**config.mk**
```make
export PLATFORM = sky130hd
export DESIGN_NAME = trap_nmi_interrupt_enable
export DESIGN_NICKNAME = d
export VERILOG_FILES = /design/src/irq_trap_pkg.sv /design/src/flag_if.sv /design/src/trap_nmi_interrupt_enable.sv /design/src/enable_flags.sv /design/src/nmi_edge_latch.sv
export VERILOG_INCLUDE_DIRS = /design/src /design/src/src
export SDC_FILE = /design/constraint.sdc
export NUM_CORES = 1
export LEC_CHECK = 0
export BUFFER_PORTS_ARGS = -buffer_cell sky130_fd_sc_hd__buf_4
export CORE_ASPECT_RATIO = 1.5
export CORE_MARGIN = 3
export CORE_UTILIZATION = 45
export CTS_BUF_LIST = sky130_fd_sc_hd__clkbuf_8
export DETAILED_ROUTE_END_ITERATION = 10
export PLACE_DENSITY = 0.85
export SYNTH_ARGS = -nofsm -noshare
export SYNTH_HDL_FRONTEND = slang
export SYNTH_HIERARCHICAL = 1
export SYNTH_SLANG_ARGS = --single-unit
```
**constraint.sdc**
```tcl
create_clock -name mclk -period 2.41 [get_ports mclk]
set_input_delay 0.1205 -clock mclk [delete_from_list [all_inputs] [get_ports mclk]]
set_output_delay 0.1205 -clock mclk [all_outputs]
set_load 0.02 [all_outputs]
```
**src/irq_trap_consts.svh**
```systemverilog
/*
 * interrupt/trap control constants: register offset, bit positions, reset values, vectors.
 * assumes inclusion by bare name from design files.
 */
`ifndef IRQ_TRAP_CONSTS_SVH
`define IRQ_TRAP_CONSTS_SVH

// ----------------------------------------
// register map
// ----------------------------------------
`define CTRL_REG_OFFSET 8'h34
`define CTRL_BIT_BAD_OP 3'd7
`define CTRL_BIT_FETCH_POS 3'd6
`define CTRL_RESET_VAL 8'h01
`define CTRL_WRITE_MASK 8'h07

// ----------------------------------------
// vectors
// ----------------------------------------
`define NMI_VECTOR 16'h0066
`define TRAP_VECTOR 16'h0000

`endif

```
**src/irq_trap_pkg.sv**
```systemverilog
/*
 * types shared by the interrupt/trap control block.
 * assumes nothing beyond a systemverilog compiler.
 */
package irq_trap_pkg;

    // response sequencer states, one-hot
    typedef enum logic [3:0] {
        ST_IDLE = 4'b0001,
        ST_NMI = 4'b0010,
        ST_TRAP = 4'b0100,
        ST_MASK = 4'b1000
    } resp_state_t;

endpackage : irq_trap_pkg

```
**src/flag_if.sv**
```systemverilog
/*
 * interface carrying the enable flag pair and its instruction strobes.
 * assumes one clock domain shared by both ends.
 */
`timescale 1ns/100ps
interface flag_if;
    logic op_enable;
    logic op_disable;
    logic return_from_nonmaskable_op;
    logic take_nmi;
    logic take_maskable;
    logic master_int_enable;
    logic saved_int_enable;

    modport owner (
        input op_enable, op_disable, return_from_nonmaskable_op, take_nmi, take_maskable,
        output master_int_enable, saved_int_enable
    );
    modport user (
        output op_enable, op_disable, return_from_nonmaskable_op, take_nmi, take_maskable,
        input master_int_enable, saved_int_enable
    );
endinterface : flag_if

```
**src/trap_nmi_interrupt_enable.sv**
```systemverilog
/*
 * interrupt/trap control register, enable flags, trap and nmi response sequencing.
 * assumes the cpu sequencer gives one-cycle strobes on mclk and obeys the
 * acknowledge and vector outputs; register access is the cpu internal i/o port.
 * the flag pair and the nmi edge catcher live in modules of their own.
 */
`timescale 1ns/100ps
`include "irq_trap_consts.svh"
module trap_nmi_interrupt_enable
    import irq_trap_pkg::*;
#(
    parameter int ADDR_W = 8
) (
    input wire logic mclk,
    input wire logic resetn,
    // internal i/o port
    input wire logic [ADDR_W-1:0] io_addr,
    input wire logic io_wr,
    input wire logic io_rd,
    input wire logic [7:0] io_wdata,
    output logic [7:0] io_rdata,
    // sequencer strobes
    input wire logic op_enable,
    input wire logic op_disable,
    input wire logic return_from_nonmaskable_op,
    input wire logic op_ld_air,
    input wire logic undef_fetch,
    input wire logic undef_third_byte,
    input wire logic mode0_ack_cycle,
    input wire logic sample_point,
    input wire logic mcycle_end,
    input wire logic maskable_accept,
    input wire logic internal_req,
    input wire logic resp_done,
    input wire logic dma_active,
    // pins
    input wire logic nmi_n,
    input wire logic ext_req0_n,
    input wire logic ext_req1_n,
    input wire logic ext_req2_n,
    // to the cpu
    output logic nmi_ack,
    output logic trap_ack,
    output logic push_pc,
    output logic [15:0] restart_addr,
    output logic restart_load,
    output logic dma_master_enable_clr,
    output logic trap_insert_state,
    output logic cycle_insert_block,
    output logic maskable_req,
    output logic [2:0] ext_req_active,
    output logic pv_load,
    output logic pv_value,
    output logic master_int_enable,
    output logic saved_int_enable
);

    // ----------------------------------------
    // elaboration check
    // ----------------------------------------
    // the control register offset needs six address bits
    if (ADDR_W < 6) begin : g_bad_width
        $error("io address too narrow for the control register");
    end

    // ----------------------------------------
    // declarations
    // ----------------------------------------
    // flag pair and response sequencer
    flag_if fl ();
    resp_state_t state_r;
    resp_state_t state_nxt;
    // control register fields, pin synchronisers, nmi and trap status
    logic bad_op_r;
    logic fetch_byte_position_r;
    logic [2:0] ext_mask_r;
    logic [2:0] req_sync1_r;
    logic [2:0] req_sync2_r;
    logic nmi_pending;
    logic nmi_taken;
    logic trap_raise;
    // decode, entry and gating wires
    logic ctl_hit;
    logic ctl_wr;
    logic ctl_rd;
    logic [7:0] ctl_value;
    logic [2:0] req_level;
    logic nmi_sample_r;
    logic take_trap;
    logic [15:0] vector_sel;
    logic any_maskable;
    logic [2:0] ext_gated;

    // ----------------------------------------
    // submodules
    // ----------------------------------------
    enable_flags u_flags (
        .mclk(mclk),
        .resetn(resetn),
        .f(fl.owner)
    );

    nmi_edge_latch u_nmi (
        .mclk(mclk),
        .resetn(resetn),
        .nmi_n(nmi_n),
        .taken(nmi_taken),
        .pending(nmi_pending)
    );

    // ----------------------------------------
    // register decode
    // ----------------------------------------
    // the offset compare uses the full port address width
    assign ctl_hit = (io_addr == ADDR_W'(`CTRL_REG_OFFSET));
    assign ctl_wr = ctl_hit & io_wr;
    assign ctl_rd = ctl_hit & io_rd;
    // unused bits read zero
    assign ctl_value = {bad_op_r, fetch_byte_position_r, 3'b000, ext_mask_r};

    // ----------------------------------------
    // trap detection
    // ----------------------------------------
    // both normal fetches and mode-0 acknowledge fetches trap, master enable ignored
    assign trap_raise = undef_fetch | (mode0_ack_cycle & undef_fetch);

    // bad-opcode flag: set beats a software clear in the same cycle
    always_ff @(posedge mclk) begin
        if (!resetn) bad_op_r <= 1'b0;
        else if (trap_raise) bad_op_r <= 1'b1;
        else if (ctl_wr && !io_wdata[`CTRL_BIT_BAD_OP]) bad_op_r <= 1'b0;
    end

    // which opcode byte trapped, captured with the trap
    always_ff @(posedge mclk) begin
        if (!resetn) fetch_byte_position_r <= 1'b0;
        else if (trap_raise) fetch_byte_position_r <= undef_third_byte;
    end

    // enable bits; bits 7..3 of write data are not stored here
    always_ff @(posedge mclk) begin
        // request 0 comes out of reset enabled, the other two masked
        if (!resetn) ext_mask_r <= 3'(`CTRL_RESET_VAL & `CTRL_WRITE_MASK);
        else if (ctl_wr) ext_mask_r <= io_wdata[2:0];
    end

    // ----------------------------------------
    // external request pins
    // ----------------------------------------
    // two-stage synchronisers, one per request
    always_ff @(posedge mclk) begin
        if (!resetn) begin
            req_sync1_r <= 3'b111;
            req_sync2_r <= 3'b111;
        end else begin
            req_sync1_r <= {ext_req2_n, ext_req1_n, ext_req0_n};
            req_sync2_r <= req_sync1_r;
        end
    end

    // per-request masking, then global gate by master enable
    genvar gi;
    for (gi = 0; gi < 3; gi++) begin : g_req
        assign req_level[gi] = ~req_sync2_r[gi] & ext_mask_r[gi];
    end

    // ----------------------------------------
    // response sequencer
    // ----------------------------------------
    // nmi is checked at the sample point regardless of dma activity; a trap in the
    // same cycle wins, and the held nmi is then taken at a later machine cycle end
    assign nmi_taken = (state_r == ST_IDLE) & nmi_sample_r & mcycle_end
                       & ~trap_raise;

    always_ff @(posedge mclk) begin
        if (!resetn) nmi_sample_r <= 1'b0;
        else if (sample_point) nmi_sample_r <= nmi_pending;
        else if (nmi_taken) nmi_sample_r <= 1'b0;
    end

    // trap has priority over a pending nmi as it belongs to the current fetch
    always_comb begin
        state_nxt = state_r;
        case (state_r)
            ST_IDLE: begin
                if (trap_raise) state_nxt = ST_TRAP;
                else if (nmi_taken) state_nxt = ST_NMI;
                else if (maskable_accept && fl.master_int_enable) state_nxt = ST_MASK;
            end
            ST_NMI: begin
                if (resp_done) state_nxt = ST_IDLE;
            end
            ST_TRAP: begin
                if (resp_done) state_nxt = ST_IDLE;
            end
            ST_MASK: begin
                if (resp_done) state_nxt = ST_IDLE;
            end
            default: state_nxt = ST_IDLE;
        endcase
    end

    always_ff @(posedge mclk) begin
        if (!resetn) state_r <= ST_IDLE;
        else state_r <= state_nxt;
    end

    // ----------------------------------------
    // flag strobes
    // ----------------------------------------
    // trap never touches the flags
    assign fl.op_enable = op_enable;
    assign fl.op_disable = op_disable;
    assign fl.return_from_nonmaskable_op = return_from_nonmaskable_op;
    assign fl.take_nmi = (state_r == ST_IDLE) & (state_nxt == ST_NMI);
    assign fl.take_maskable = (state_r == ST_IDLE) & (state_nxt == ST_MASK);

    // ----------------------------------------
    // response entry decode
    // ----------------------------------------
    // vector chosen ahead so the load and the address leave on one edge
    assign take_trap = (state_r == ST_IDLE) & (state_nxt == ST_TRAP);
    assign vector_sel = (state_nxt == ST_NMI) ? `NMI_VECTOR : `TRAP_VECTOR;
    // maskable summary, refused while master enable is low
    assign any_maskable = fl.master_int_enable & (|req_level | internal_req);
    assign ext_gated = fl.master_int_enable ? req_level : 3'b000;

    // ----------------------------------------
    // registered outputs
    // ----------------------------------------
    always_ff @(posedge mclk) begin
        if (!resetn) begin
            io_rdata <= 8'h00;
            pv_load <= 1'b0;
            pv_value <= 1'b0;
        end else begin
            io_rdata <= ctl_rd ? ctl_value : 8'h00;
            pv_load <= op_ld_air;
            pv_value <= fl.saved_int_enable;
        end
    end

    // entry pulses: dma suspend and pc push on nmi, push and vector 0 on trap
    always_ff @(posedge mclk) begin
        if (!resetn) begin
            nmi_ack <= 1'b0;
            trap_ack <= 1'b0;
            push_pc <= 1'b0;
            restart_load <= 1'b0;
            restart_addr <= 16'h0000;
            dma_master_enable_clr <= 1'b0;
        end else begin
            nmi_ack <= fl.take_nmi;
            trap_ack <= take_trap;
            dma_master_enable_clr <= fl.take_nmi;
            push_pc <= fl.take_nmi | take_trap;
            restart_load <= fl.take_nmi | take_trap;
            restart_addr <= vector_sel;
        end
    end

    // trap state marker and the cycle after it stay free of inserted cycles
    always_ff @(posedge mclk) begin
        if (!resetn) begin
            trap_insert_state <= 1'b0;
            cycle_insert_block <= 1'b0;
        end else begin
            trap_insert_state <= (state_nxt == ST_TRAP);
            cycle_insert_block <= (state_nxt == ST_TRAP) | trap_insert_state;
        end
    end

    // maskable request summary, refused while master enable is low
    always_ff @(posedge mclk) begin
        if (!resetn) begin
            maskable_req <= 1'b0;
            ext_req_active <= 3'b000;
            master_int_enable <= 1'b0;
            saved_int_enable <= 1'b0;
        end else begin
            maskable_req <= any_maskable;
            ext_req_active <= ext_gated;
            master_int_enable <= fl.master_int_enable;
            saved_int_enable <= fl.saved_int_enable;
        end
    end

endmodule : trap_nmi_interrupt_enable

```
**src/enable_flags.sv**
```systemverilog
/*
 * master and saved interrupt enable flags.
 * assumes at most one strobe per cycle from the sequencer.
 */
`timescale 1ns/100ps
module enable_flags (
    input wire logic mclk,
    input wire logic resetn,
    flag_if.owner f
);
    logic master_r;
    logic saved_r;
    logic master_nxt;
    logic saved_nxt;

    // ----------------------------------------
    // next-state selection
    // ----------------------------------------
    // nmi entry saves master before clearing it
    assign master_nxt = (f.op_disable | f.take_nmi | f.take_maskable) ? 1'b0 :
                        f.op_enable ? 1'b1 :
                        f.return_from_nonmaskable_op ? saved_r : master_r;
    assign saved_nxt = (f.op_disable | f.take_maskable) ? 1'b0 :
                       f.op_enable ? 1'b1 :
                       f.take_nmi ? master_r : saved_r;

    // flag registers
    always_ff @(posedge mclk) begin
        if (!resetn) begin
            master_r <= 1'b0;
            saved_r <= 1'b0;
        end else begin
            master_r <= master_nxt;
            saved_r <= saved_nxt;
        end
    end

    assign f.master_int_enable = master_r;
    assign f.saved_int_enable = saved_r;
endmodule : enable_flags

```
**src/nmi_edge_latch.sv**
```systemverilog
/*
 * falling-edge catcher for the non-maskable pin, held until taken.
 * assumes the pin is asynchronous to mclk.
 */
`timescale 1ns/100ps
module nmi_edge_latch (
    input wire logic mclk,
    input wire logic resetn,
    input wire logic nmi_n,
    input wire logic taken,
    output logic pending
);
    logic sync1_r;
    logic sync2_r;
    logic last_r;
    logic pend_r;
    logic fall;

    // ----------------------------------------
    // synchroniser and edge detect
    // ----------------------------------------
    always_ff @(posedge mclk) begin
        if (!resetn) begin
            sync1_r <= 1'b1;
            sync2_r <= 1'b1;
            last_r <= 1'b1;
        end else begin
            sync1_r <= nmi_n;
            sync2_r <= sync1_r;
            last_r <= sync2_r;
        end
    end

    assign fall = last_r & ~sync2_r;

    // new edge wins over the take so none is lost
    always_ff @(posedge mclk) begin
        if (!resetn) pend_r <= 1'b0;
        else pend_r <= fall | (pend_r & ~taken);
    end

    assign pending = pend_r;
endmodule : nmi_edge_latch

```
Word level (Yosys, flattened, before mapping)

Index checks and enable logic that the tools add are counted.
Widths: inputs -> output; s select.

Register bits: 58
Input port bits: 37
Logic and storage cells: 91

Equal/unequal tests: 8
Muxes and demuxes: 14
Bitwise gates (word level): 30
Reductions and logical operators: 13

Operator list:

| operator           | count |
|---|---|
| $mux 4             | 4 |
| $and 1x1->1        | 15 |
| $eq 4x2->1 const B | 2 |
| $eq 4x3->1 const B | 2 |
| $eq 4x4->1 const B | 2 |
| $eq 8x6->1 const B | 1 |
| $mux 1             | 8 |
| $or 1x1->1         | 8 |
| $pmux 4 s2         | 1 |
| $reduce_bool 2->1  | 4 |
| $mux 7             | 1 |
| $not 1->1          | 7 |
| $reduce_or 3->1    | 2 |
| $eq 4x1->1 const B | 1 |
| $reduce_and 2->1   | 2 |
| $reduce_or 2->1    | 2 |
| $logic_and 1x1->1  | 2 |
| $logic_not 1->1    | 1 |

Longest topological paths before layout

Gate-level depths: netlist of run 1.

Depth in word-level cells: 12
Gate-level depth with buffers: 5
Depth with buffers taken out: 4

Hierarchy

Netlist of run 1, hierarchy kept.

By module, submodules not included:

| module                    | instances | cells each | area an instance (sq um) |
|---|---|---|---|
| trap_nmi_interrupt_enable | 1         | 138        | 1376.3 |
| nmi_edge_latch            | 1         | 10         | 130.1 |
| enable_flags              | 1         | 8          | 91.3 |

Worst setup path after synthesis of run 1

Ideal clock, no wire load.

Kind: register to register
Start: register state_r[3]
End: register u_flags.saved_r, in the netlist u_flags/f.saved_int_enable
Setup time: 116 ps
Arrival: 1758 ps
Path slack: 536 ps
Cell stages (with the launch flop): 6
Path buffers: 1
Path through: dfxtp_1 > or4b_1 > buf_6 > nor3_1 > mux2_2 > o211a_1

Elaborated cells on any way between the ends: 20
Those cells by class: eq/ne: 6; mux: 5; bitwise: 6; reduce/logical: 3

RTL lines:

| element                       | line                                                                                                 | RTL |
|---|---|---|
| start: declaration            | trap_nmi_interrupt_enable.sv:71                                                                      | `resp_state_t state_r;` |
| start signal: assignment      | trap_nmi_interrupt_enable.sv:205                                                                     | `else state_r <= state_nxt;` |
| $eq 4x1->1                    | trap_nmi_interrupt_enable.sv:172, trap_nmi_interrupt_enable.sv:184, trap_nmi_interrupt_enable.sv:215 |  |
| $and 1x1->1 (2 in a row)      | trap_nmi_interrupt_enable.sv:172                                                                     | `assign nmi_taken = (state_r == ST_IDLE) & nmi_sample_r & mcycle_end` |
| $and 1x1->1                   | trap_nmi_interrupt_enable.sv:173                                                                     | `& ~trap_raise;` |
| $mux 4                        | trap_nmi_interrupt_enable.sv:187                                                                     | `else if (nmi_taken) state_nxt = ST_NMI;` |
| $mux 4                        | trap_nmi_interrupt_enable.sv:186                                                                     | `if (trap_raise) state_nxt = ST_TRAP;` |
| $pmux 4 s2                    | trap_nmi_interrupt_enable.sv:184                                                                     | `case (state_r)` |
| $eq 4x2->1                    | trap_nmi_interrupt_enable.sv:215                                                                     | `assign fl.take_nmi = (state_r == ST_IDLE) & (state_nxt == ST_NMI);` |
| $and 1x1->1 *                 | trap_nmi_interrupt_enable.sv:215                                                                     |  |
| via fl.take_nmi               | flag_if.sv:10                                                                                        | `logic take_nmi;` |
| $reduce_bool 2->1 (no line) * | -                                                                                                    |  |
| end signal: assignment        | enable_flags.sv:34                                                                                   | `saved_r <= saved_nxt;` |
| end: declaration              | enable_flags.sv:12                                                                                   | `logic saved_r;` |

Mark *: on every way through the listed nets, which the timed path passes. The rest lies on a longest branch.
A chain may end at the register's enable or synchronous reset.

Final worst setup path of run 1

Start: register state_r[2]
End: register u_flags.saved_r, in the netlist u_flags/f.saved_int_enable

Same word-level chain as after synthesis.

==> flow_summary.yaml, run 1 <==
sta:
  fin_crit_sh_pct: 77.5
  tightest_slew_ns: 0.486
  rsz0062_at_grt: "no"
  fin_skew_ns: 0.00618
  finalCriticalPeriod_ns: 1.87
  drv_slew: 0
  fmax_ghz: 0.535
  hold_viol: 0
  slew-limit-headroom_pct: 67.2
  setup_viol: 0
  tns_ns: 0
  hold_ws_ns: 0.00777
yosys:
  ys_seq_area_share_pct: 50.1
  synth_edf_count: 0
  synthesis.area_um2: 1600
  yosysWarnings: 6
  synth.avg_cell_area_um2: 10.2
  synth_ff_type: "dfxtp_1"
  syn_inst: 156
  synth_cell_types: 40
  synthArstFlopShare_pct: 0
  ys_seq_elements: 40
worst_setup_path:
  cpMaxStageDelayCell: "or4b_1"
  cp-start-kind: "register"
  crit_path_end_kind: "register"
  cp.arrival_ns: 2.05
  max_stage_delay_ns: 0.55
  path_class: "reg2reg"
  r2r-end: "u_flags/f.saved_int_enable$_SDFFE_PP0P_"
  startpoint: "state_r[2]$_SDFF_PN0_"
  critPathMaxFanout: 7
  path_cells: "or4b_1, nor3_1, mux2_2, o211a_1"
  r2r_slack_ns: 0.54
  cp.required_ns: 2.59
  reg2regPathDepth: 4
  r2r-start: "state_r[2]$_SDFF_PN0_"
min_path:
  hp-start: "ext_req1_n"
  hold_path_class: "in2reg"
  min_delay_path_depth: 2
  holdPathEnd: "req_sync1_r[1]$_SDFF_PN1_"
floorplanning:
  dieArea_um2: 4320
  die_h_um: 79.0
  die_x_um: 54.7
  start_util_pct: 48.6
  core_area_um2: 3280
  boundaryPins: 76
  core.rowCount: 25
clock_tree:
  cts_resized: 0
  cts_buffers: 5
  cts_hold_buf: 1
  cts_tree: "done"
  post_cts_buffers: 0
  htree_levels: 2
  insertion_delay_ns: 0.29
  clk_pin_slew_ns: 0.08
  cts.sinks: 40
  cts_root_buf: "clkbuf_8"
  clockBufferDepth: 2
drt:
  routedWlPerCell_um: 11.5
  ant_nets: 0
  num_vias: 1169
  route.detailed.drc: 0
  routed_via_density: 4.69
  drt_wl_total_um: 2860
  first_iter_violations: 19
  dr.pass1.iters: 4
run:
  cap_violations: 0
grt:
  grt_pass1_vias: 1069
  grt_overflow: 0
  antenna_found_initial: 0
  grt_usage_pct: 13.6
  grt_max_degree: 31
  grt_first_pass_wirelength_um: 4280
power:
  switchingPower_uw: 328
  combPwrFrac_pct: 11.4
  p_int_mw: 1.07
  sw_frac_of_total_pct: 23.4
  vdd_drop_max_v: 0.000487
  pwr_density_cell_nw_per_um2: 681
  seq_power_share_pct: 49.8
  leakagePower_nw: 0.992
  clockPowerShare_pct: 38.8
finish:
  final_common_cell: "buf_4"
  area_growth_pct: 28.8
  layout-drive-gt1-share_pct: 34.0
  fillers: 304
  diodes: 0
  nNetsFinal: 245
  register_area_um2: 801
  mostFrequentLayoutCells: "55 x buf_4, 40 x dfxtp_1, 15 x conb_1"
  multiInputGateArea_um2: 638
run_status:
  outcome: "finished clean"
placement:
  place.gp.congestion: 0.744
  hpwl_um: 2160
  io_buffers: 54
## flip-flops by register name (all words and copies together), names as in the netlist, 3 cells and up
register,flops
state_r,4
req_sync2_r,3
ext_mask_r,3
io_rdata,5
req_sync1_r,3
ext_req_active,3
## power by group through the flow
stage	sequential, mW	combinational, mW	clock (mW)
finish	0.697	0.160	0.544
global route	0.700	0.174	0.584
CTS	0.697	0.160	0.560
detailed placement	0.713	0.158	0
global placement	0.711	0.155	0
floorplan	0.721	0.106	0
## Yosys cell counts (2+ instances only)
master	instances	share of area (%)
nor2_1	8	1.9
dfxtp_1	40	50
buf_4	21	9.9
nand2_1	8	1.9
mux2i_1	5	3.1
clkbuf_1	2	0.47
inv_1	8	1.9
a31oi_1	2	0.78
nand2b_1	12	4.7
nor4b_1	2	1.1
nor3_1	2	0.63
o211a_1	2	1.3
o21ai_0	6	1.9
and2_1	7	2.7
nor2b_1	4	1.6
and3_1	2	0.78
a21oi_1	2	0.63
## cells by family (layout without fill, tap and decap cells)
family,count (synthesis),after routing,share of synthesized area [%]
muxes,7,7,4.54
DFF,40,40,50.1
xor gates and xnor gates,1,1,0.548
other,1,15,0.235
AOI/OAI and AO/OA,18,18,7.91
buffers and inverters,33,72,13.2
and+or+nand+nor,56,56,23.4
## critical path, delay by kind of cell, from the launching register on
kind	cells	cell delay, ns
muxes	1	0.37
AOI/OAI and AO/OA	1	0.19
and+or+nand+nor	2	0.83
DFF	1	0.37
## worst max path at each step
stage	end	slack, ns	depth (start not counted)
finish	u_flags/f.saved_int_enable$_SDFFE_PP0P_	0.54	4
global route	u_flags/f.saved_int_enable$_SDFFE_PP0P_	0.46	4
CTS	u_flags/f.saved_int_enable$_SDFFE_PP0P_	0.55	4
detailed placement	u_flags/f.saved_int_enable$_SDFFE_PP0P_	0.57	4
global placement	u_flags/f.saved_int_enable$_SDFFE_PP0P_	0.61	4
floorplan	u_flags/f.saved_int_enable$_SDFFE_PP0P_	0.54	5
## layer usage
metal  up-vias  global-route usage [%]  part of all wire (%)
li1        583                       -                     -
met5         -                       0                     0
met3         6                    3.94                   8.5
met2        57                    23.5                    51
met1       523                    13.2                    38
met4         0                    8.73                   2.5
## cell type report
class                           instances  share of cell area, %
Multi-Input combinational cell         97                   31.0
Sequential cell                        40                   38.9
Tap cell                               40                   2.43
Clock buffer                            5                   3.34
Inverter                                8                   1.46
Clock inverter                          3                   2.31
Timing Repair Buffer                   56                   20.5
## metrics by stage
stage / cells / util [%] / power (mW) / cell area [um^2] / setup WS, ns
2_1_floorplan: 170 / - / 0.827 / 1650 / 0.536
3_3_place_gp: 240 / 58.8 / 0.866 / 1930 / 0.610
3_5_place_dp: 240 / 58.8 / 0.871 / 1930 / 0.568
4_1_cts: 249 / 62.7 / 1.42 / 2060 / 0.547
5_1_grt: 249 / 62.7 / 1.46 / 2060 / 0.455
6_report: 249 / 62.7 / 1.40 / 2060 / 0.543
No activity file was read; power rests on OpenSTA's default activity.
==> inputs of run 2 (changes only) <==
Settings changed: CORE_UTILIZATION 45 to 43.
Clock period 2.41 ns to 1.6 ns, I/O delays scaled along.
==> run 2 against run 1 <==
The flow now finishes with violations (negative setup slack). Clock power is 14% higher. Setup slack worse by 0.62 ns. Highest routed layer unchanged. Utilization is 1.6 points lower. Final cell count is 4.0% higher. Count of clock-buffer cells in the layout stayed put. Register-to-register slack worse by 0.62 ns. Global-route usage is 1.3 points higher. Clock skew hardly changed. Largest cell class unchanged. Worst hold slack better by 0.042 ns.
==> flow_summary.yaml, run 2 (synthesis gave the netlist of run 1 again) <==
run_status:
  violations: "negative setup slack"
  outcome: "complete, but fails checks"
floorplanning:
  die_x_um: 55.8
  start_util_pct: 45.9
  dieArea_um2: 4500
  core_area_um2: 3480
  die_h_um: 80.7
  boundaryPins: 76
  core.rowCount: 26
finish:
  nNetsFinal: 254
  fin_util_pct: 61.1
  largest_reg_flops: 5
  regMostFlops: "io_rdata"
  mostFrequentLayoutCells: "59 x buf_4, 39 x dfxtp_1, 15 x conb_1"
  fillers: 293
  diodes: 0
  area_growth_pct: 33.1
  final_common_cell: "buf_4"
  layout-drive-gt1-share_pct: 35.9
  largest_registers: "io_rdata: 5 flops, state_r: 4 flops"
grt:
  grt_pass1_vias: 1152
  grt_overflow: 0
  grt_usage_pct: 14.8
  grt_first_pass_wirelength_um: 5060
  grt_max_degree: 31
  antenna_found_initial: 0
placement:
  place.gp.congestion: 0.843
  io_buffers: 54
  hpwl_um: 2340
sta:
  fin_crit_sh_pct: 105
  rsz0062_at_grt: "yes"
  setup_ws_ns: -0.0808
  hold_viol: 0
  setup_viol: 3
  fin_skew_ns: 0.00650
  finalCriticalPeriod_ns: 1.68
  tns_ns: -0.167
  drv_slew: 0
  fmax_ghz: 0.595
worst_setup_path:
  cp-start-kind: "register"
  max_stage_delay_ns: 0.56
  critPathMaxFanout: 2
  crit_path_end_kind: "register"
  cp.required_ns: 1.78
  cp.arrival_ns: 1.86
  cpLargestDelayFamily: "simple AND/OR/NAND/NOR gates"
  path_class: "reg2reg"
  critPathBufInv: 0
  cpMaxStageDelayCell: "or4b_4"
  path_cells: "or4b_4, nor3_4, mux2_4, o211a_1"
drt:
  routedWlPerCell_um: 12.2
  dr.pass1.iters: 4
  drt_wl_total_um: 3170
  ant_nets: 0
  num_vias: 1218
  route.detailed.drc: 0
  routed_via_density: 4.70
  first_iter_violations: 5
clock_tree:
  htree_levels: 2
  cts_tree: "done"
  cts.sinks: 40
  insertion_delay_ns: 0.29
  cts_buffers: 5
  clockBufferDepth: 2
  cts_root_buf: "clkbuf_8"
  clk_pin_slew_ns: 0.07
power:
  leakagePower_nw: 1.02
  pwr_density_cell_nw_per_um2: 912
  vdd_drop_max_v: 0.000765
run:
  cap_violations: 0
min_path:
  hold_path_class: "in2reg"
==> run 2: through the flow <==
| stage | cell area [um^2] | worst slack (ns) | power [mW] | hold slack [ns] | std cells |
|---|---|---|---|---|---|
| final | 2130 | -0.0808 | 1.94 | 0.0493 | 259 |
| after global placement | 1980 | -0.0798 | 1.32 | 0.262 | 246 |
| after CTS | 2120 | -0.0646 | 1.95 | 0.0468 | 258 |
| after global routing | 2130 | -0.105 | 2.04 | 0.0378 | 259 |
| after detailed placement | 1980 | -0.0952 | 1.33 | 0.268 | 246 |
| after floorplan | 1670 | -0.146 | 1.25 | 0.153 | 170 |
==> run 2: layout make-up <==
cell class | count | area (um^2) | share of cell area, %
sequential | 40 | 802 | 37.7
clock inverter | 2 | 12.5 | 0.588
multi-input combinational | 97 | 657 | 30.9
clock buffer | 5 | 68.8 | 3.24
inverter | 8 | 30.0 | 1.41
tap | 42 | 52.6 | 2.47
timing repair buffer | 65 | 504 | 23.7
==> run 2: repair_timing <==
item / 4_1_cts / 5_1_grt
pin swaps: 1 / 2
buffers inserted: 0 / 1
hold buffers: 5 / 0
gates resized for setup: 1 / 2
hold endpoints to repair: 5 / 0
endpoints found under the setup margin: 3 / 3
==> run 2: power by group <==
part	switching, mW	internal [mW]
registers	0.0142	1.03
logic	0.140	0.135
clock network	0.325	0.295
==> run 2: per-layer routing <==
layer	share of wire (%)	global-route usage (%)
met4	2.0	6.57
met5	0	0
met2	55	27.1
met1	36	15.1
met3	7.2	4.98
==> run 2: path summary, 6_finish.rpt <==
kind | from | to | slack [ns] | cells past startpoint
worst min register to register | req_sync1_r[1]$_SDFF_PN1_ | req_sync2_r[1]$_SDFF_PN1_ | 0.42 | 1
worst max register to register | state_r[1]$_SDFF_PN0_ | u_flags/f.saved_int_enable$_SDFFE_PP0P_ | -0.08 | 4
worst min-delay path | io_wdata[1] | ext_mask_r[1]$_SDFFE_PN0P_ | 0.05 | 3
worst max-delay path | state_r[1]$_SDFF_PN0_ | u_flags/f.saved_int_enable$_SDFFE_PP0P_ | -0.08 | 4
==> run 2: worst register-to-register path: stages (launching register included) <==
cell     delay [ns]
dfxtp_2        0.32
or4b_4         0.56
nor3_4         0.16
mux2_4         0.33
o211a_1        0.20
==> inputs of run 3 (changes only) <==
Settings changed: ABC_AREA set to 1, CORE_UTILIZATION 43 to 42, PLACE_DENSITY 0.85 to 0.84.
==> run 3 against run 2 <==
The flow now finishes without violations. Combinational power increased by 2%. Synthesized area is 2.3% lower. Largest cell class unchanged. Design area down 2.4%. Synthesized cell count is 25% higher. Final cell count is 14% higher. Register-to-register slack improved by 0.40 ns. Die area about the same. Sequential power barely moved.
==> flow_summary.yaml, run 3 <==
run_status:
  outcome: "finished clean"
yosys:
  ys_seq_elements: 40
  synth.avg_cell_area_um2: 8.01
  synth_cell_types: 19
  synth_area_leader_cell: "dfxtp_1"
  syn_inst: 195
  yosysWarnings: 6
  ys_seq_area_share_pct: 51.3
  yosysTopAreaCellShare_pct: 51.3
  synth.area.top_cells: "dfxtp_1 51%, buf_4 10%, inv_1 8.2%"
  synthesis.area_um2: 1560
  yosys.cell_count.top_type: "dfxtp_1"
  synth_ff_type: "dfxtp_1"
  synthArstFlopShare_pct: 0
  synth_edf_count: 0
  synth_common_cells: "40 x dfxtp_1, 34 x inv_1, 26 x nand2_1"
drt:
  routedWlPerCell_um: 10.1
  dr.pass1.iters: 4
  drt_wl_total_um: 2980
  ant_nets: 0
  route.detailed.drc: 0
  num_vias: 1295
  first_iter_violations: 22
  routed_via_density: 4.38
sta:
  fin_crit_sh_pct: 79.8
  setup_ws_ns: 0.322
  fin_skew_ns: 0.00763
  rsz0062_at_grt: "no"
  drv_slew: 0
  setup_viol: 0
  tns_ns: 0
  finalCriticalPeriod_ns: 1.28
  hold_viol: 0
  fmax_ghz: 0.783
worst_setup_path:
  cp.arrival_ns: 1.50
  path_depth: 8
  r2r-end: "u_flags/f.saved_int_enable$_SDFFE_PP0P_"
  r2r-start: "state_r[0]$_SDFF_PN1_"
  cpMaxStageDelayCell: "dfxtp_1"
  path_class: "reg2reg"
  max_stage_delay_ns: 0.36
  critPathBufInv: 2
  reg2regPathDepth: 8
  cpLargestDelayFamily: "simple AND/OR/NAND/NOR gates"
  crit_path_end_kind: "register"
  cp-start-kind: "register"
  startpoint: "state_r[0]$_SDFF_PN1_"
  critPathMaxFanout: 8
  cp.required_ns: 1.82
  r2r_slack_ns: 0.32
  path_cells: "inv_1, nor3_4, nand2_2, inv_1, nand2_1, nand2_1, nor2_1, nor2_1"
min_path:
  hp-start: "op_disable"
  min_delay_path_depth: 4
  hold_path_class: "in2reg"
  holdPathEnd: "u_flags/f.saved_int_enable$_SDFFE_PP0P_"
grt:
  grt_usage_pct: 13.2
  grt_pass1_vias: 1142
  grt_overflow: 0
  antenna_found_initial: 0
  grt_max_degree: 19
  grt_first_pass_wirelength_um: 4600
finish:
  fin_util_pct: 59.6
  mostFrequentLayoutCells: "54 x buf_4, 40 x dfxtp_1, 34 x inv_1"
  largest_reg_flops: 5
  largest_registers: "io_rdata: 5 flops, state_r: 4 flops"
  area_growth_pct: 32.9
  final_common_cell: "buf_4"
  nNetsFinal: 290
  layout-drive-gt1-share_pct: 28.7
  diodes: 0
  finalNonFillerCells: 296
  regMostFlops: "io_rdata"
clock_tree:
  post_cts_buffers: 0
  cts_root_buf: "clkbuf_8"
  clockBufferDepth: 2
  insertion_delay_ns: 0.28
  cts_tree: "done"
  htree_levels: 2
  clk_pin_slew_ns: 0.07
  cts_buffers: 5
  cts.sinks: 40
placement:
  pre_cts_ws_ns: 0.353
  place.gp.congestion: 0.702
  io_buffers: 54
  dp.cells: 282
  hpwl_um: 2390
floorplanning:
  core.rowCount: 26
  die_x_um: 55.8
  boundaryPins: 76
  start_util_pct: 44.9
  die_h_um: 80.7
  dieArea_um2: 4500
  core_area_um2: 3480
power:
  leakagePower_nw: 1.07
  pwr_density_cell_nw_per_um2: 1030
  vdd_drop_max_v: 0.000687
run:
  cap_violations: 0
[run 3: through the flow]
step | power, mW | instance area (um^2) | hold WS (ns)
2_1_floorplan | 1.27 | 1610 | 0.149
3_3_place_gp | 1.34 | 1900 | 0.250
3_5_place_dp | 1.35 | 1900 | 0.257
4_1_cts | 2.16 | 2080 | 0.0286
5_1_grt | 2.24 | 2080 | 0.0466
6_report | 2.13 | 2080 | 0.0426
[run 3: cell type report]
class	count	area [um^2]
inverters	34	128
multi-input cells	112	518
clock buffers	5	68.8
fillers	313	1410
clock inverters	3	42.5
repair buffers	60	465
well taps	42	52.6
flip-flops and latches	40	801
[run 3: power breakdown]
group	internal (mW)	switching [mW]	leakage (nW)
Sequential	1.04	0.0215	0.328
Combinational	0.124	0.158	0.691
Clock	0.461	0.327	0.0541
Total	1.62	0.506	1.07
[run 3: worst register-to-register path, cell delays in order (launching register included)]
cell     delay [ns]
dfxtp_1        0.36
inv_1          0.11
nor3_4         0.23
nand2_2        0.16
inv_1          0.12
nand2_1        0.06
nand2_1        0.06
nor2_1         0.04
nor2_1         0.08
[run 3: cell families after synthesis]
group	synth area share, %
buffers and inverters	18.9
DFF	51.3
other	0.240
and+or+nand+nor	23.6
AOI/OAI and AO/OA	5.93
[run 3: worst max path at each step]
stage	endpoint
3_3_place_gp	u_flags/f.saved_int_enable$_SDFFE_PP0P_
5_1_grt	u_flags/f.saved_int_enable$_SDFFE_PP0P_
3_5_place_dp	u_flags/f.saved_int_enable$_SDFFE_PP0P_
6_report	u_flags/f.saved_int_enable$_SDFFE_PP0P_
4_1_cts	u_flags/f.saved_int_enable$_SDFFE_PP0P_
2_1_floorplan	u_flags/f.saved_int_enable$_SDFFE_PP0P_
[run 3: repair_timing]
action | CTS | global route
resized for setup | 0 | 0
hold buffers | 6 | 0
setup endpoints to repair | 0 | 0
hold endpoints to repair | 6 | 0
[run 3: routing by layer]
layer	GRT usage [%]	up-vias	routed length, um
met1	11.7	565	978
met2	26.3	50	1710
met4	7.30	0	58
li1	-	673	-
met5	0	-	0
met3	3.54	7	234
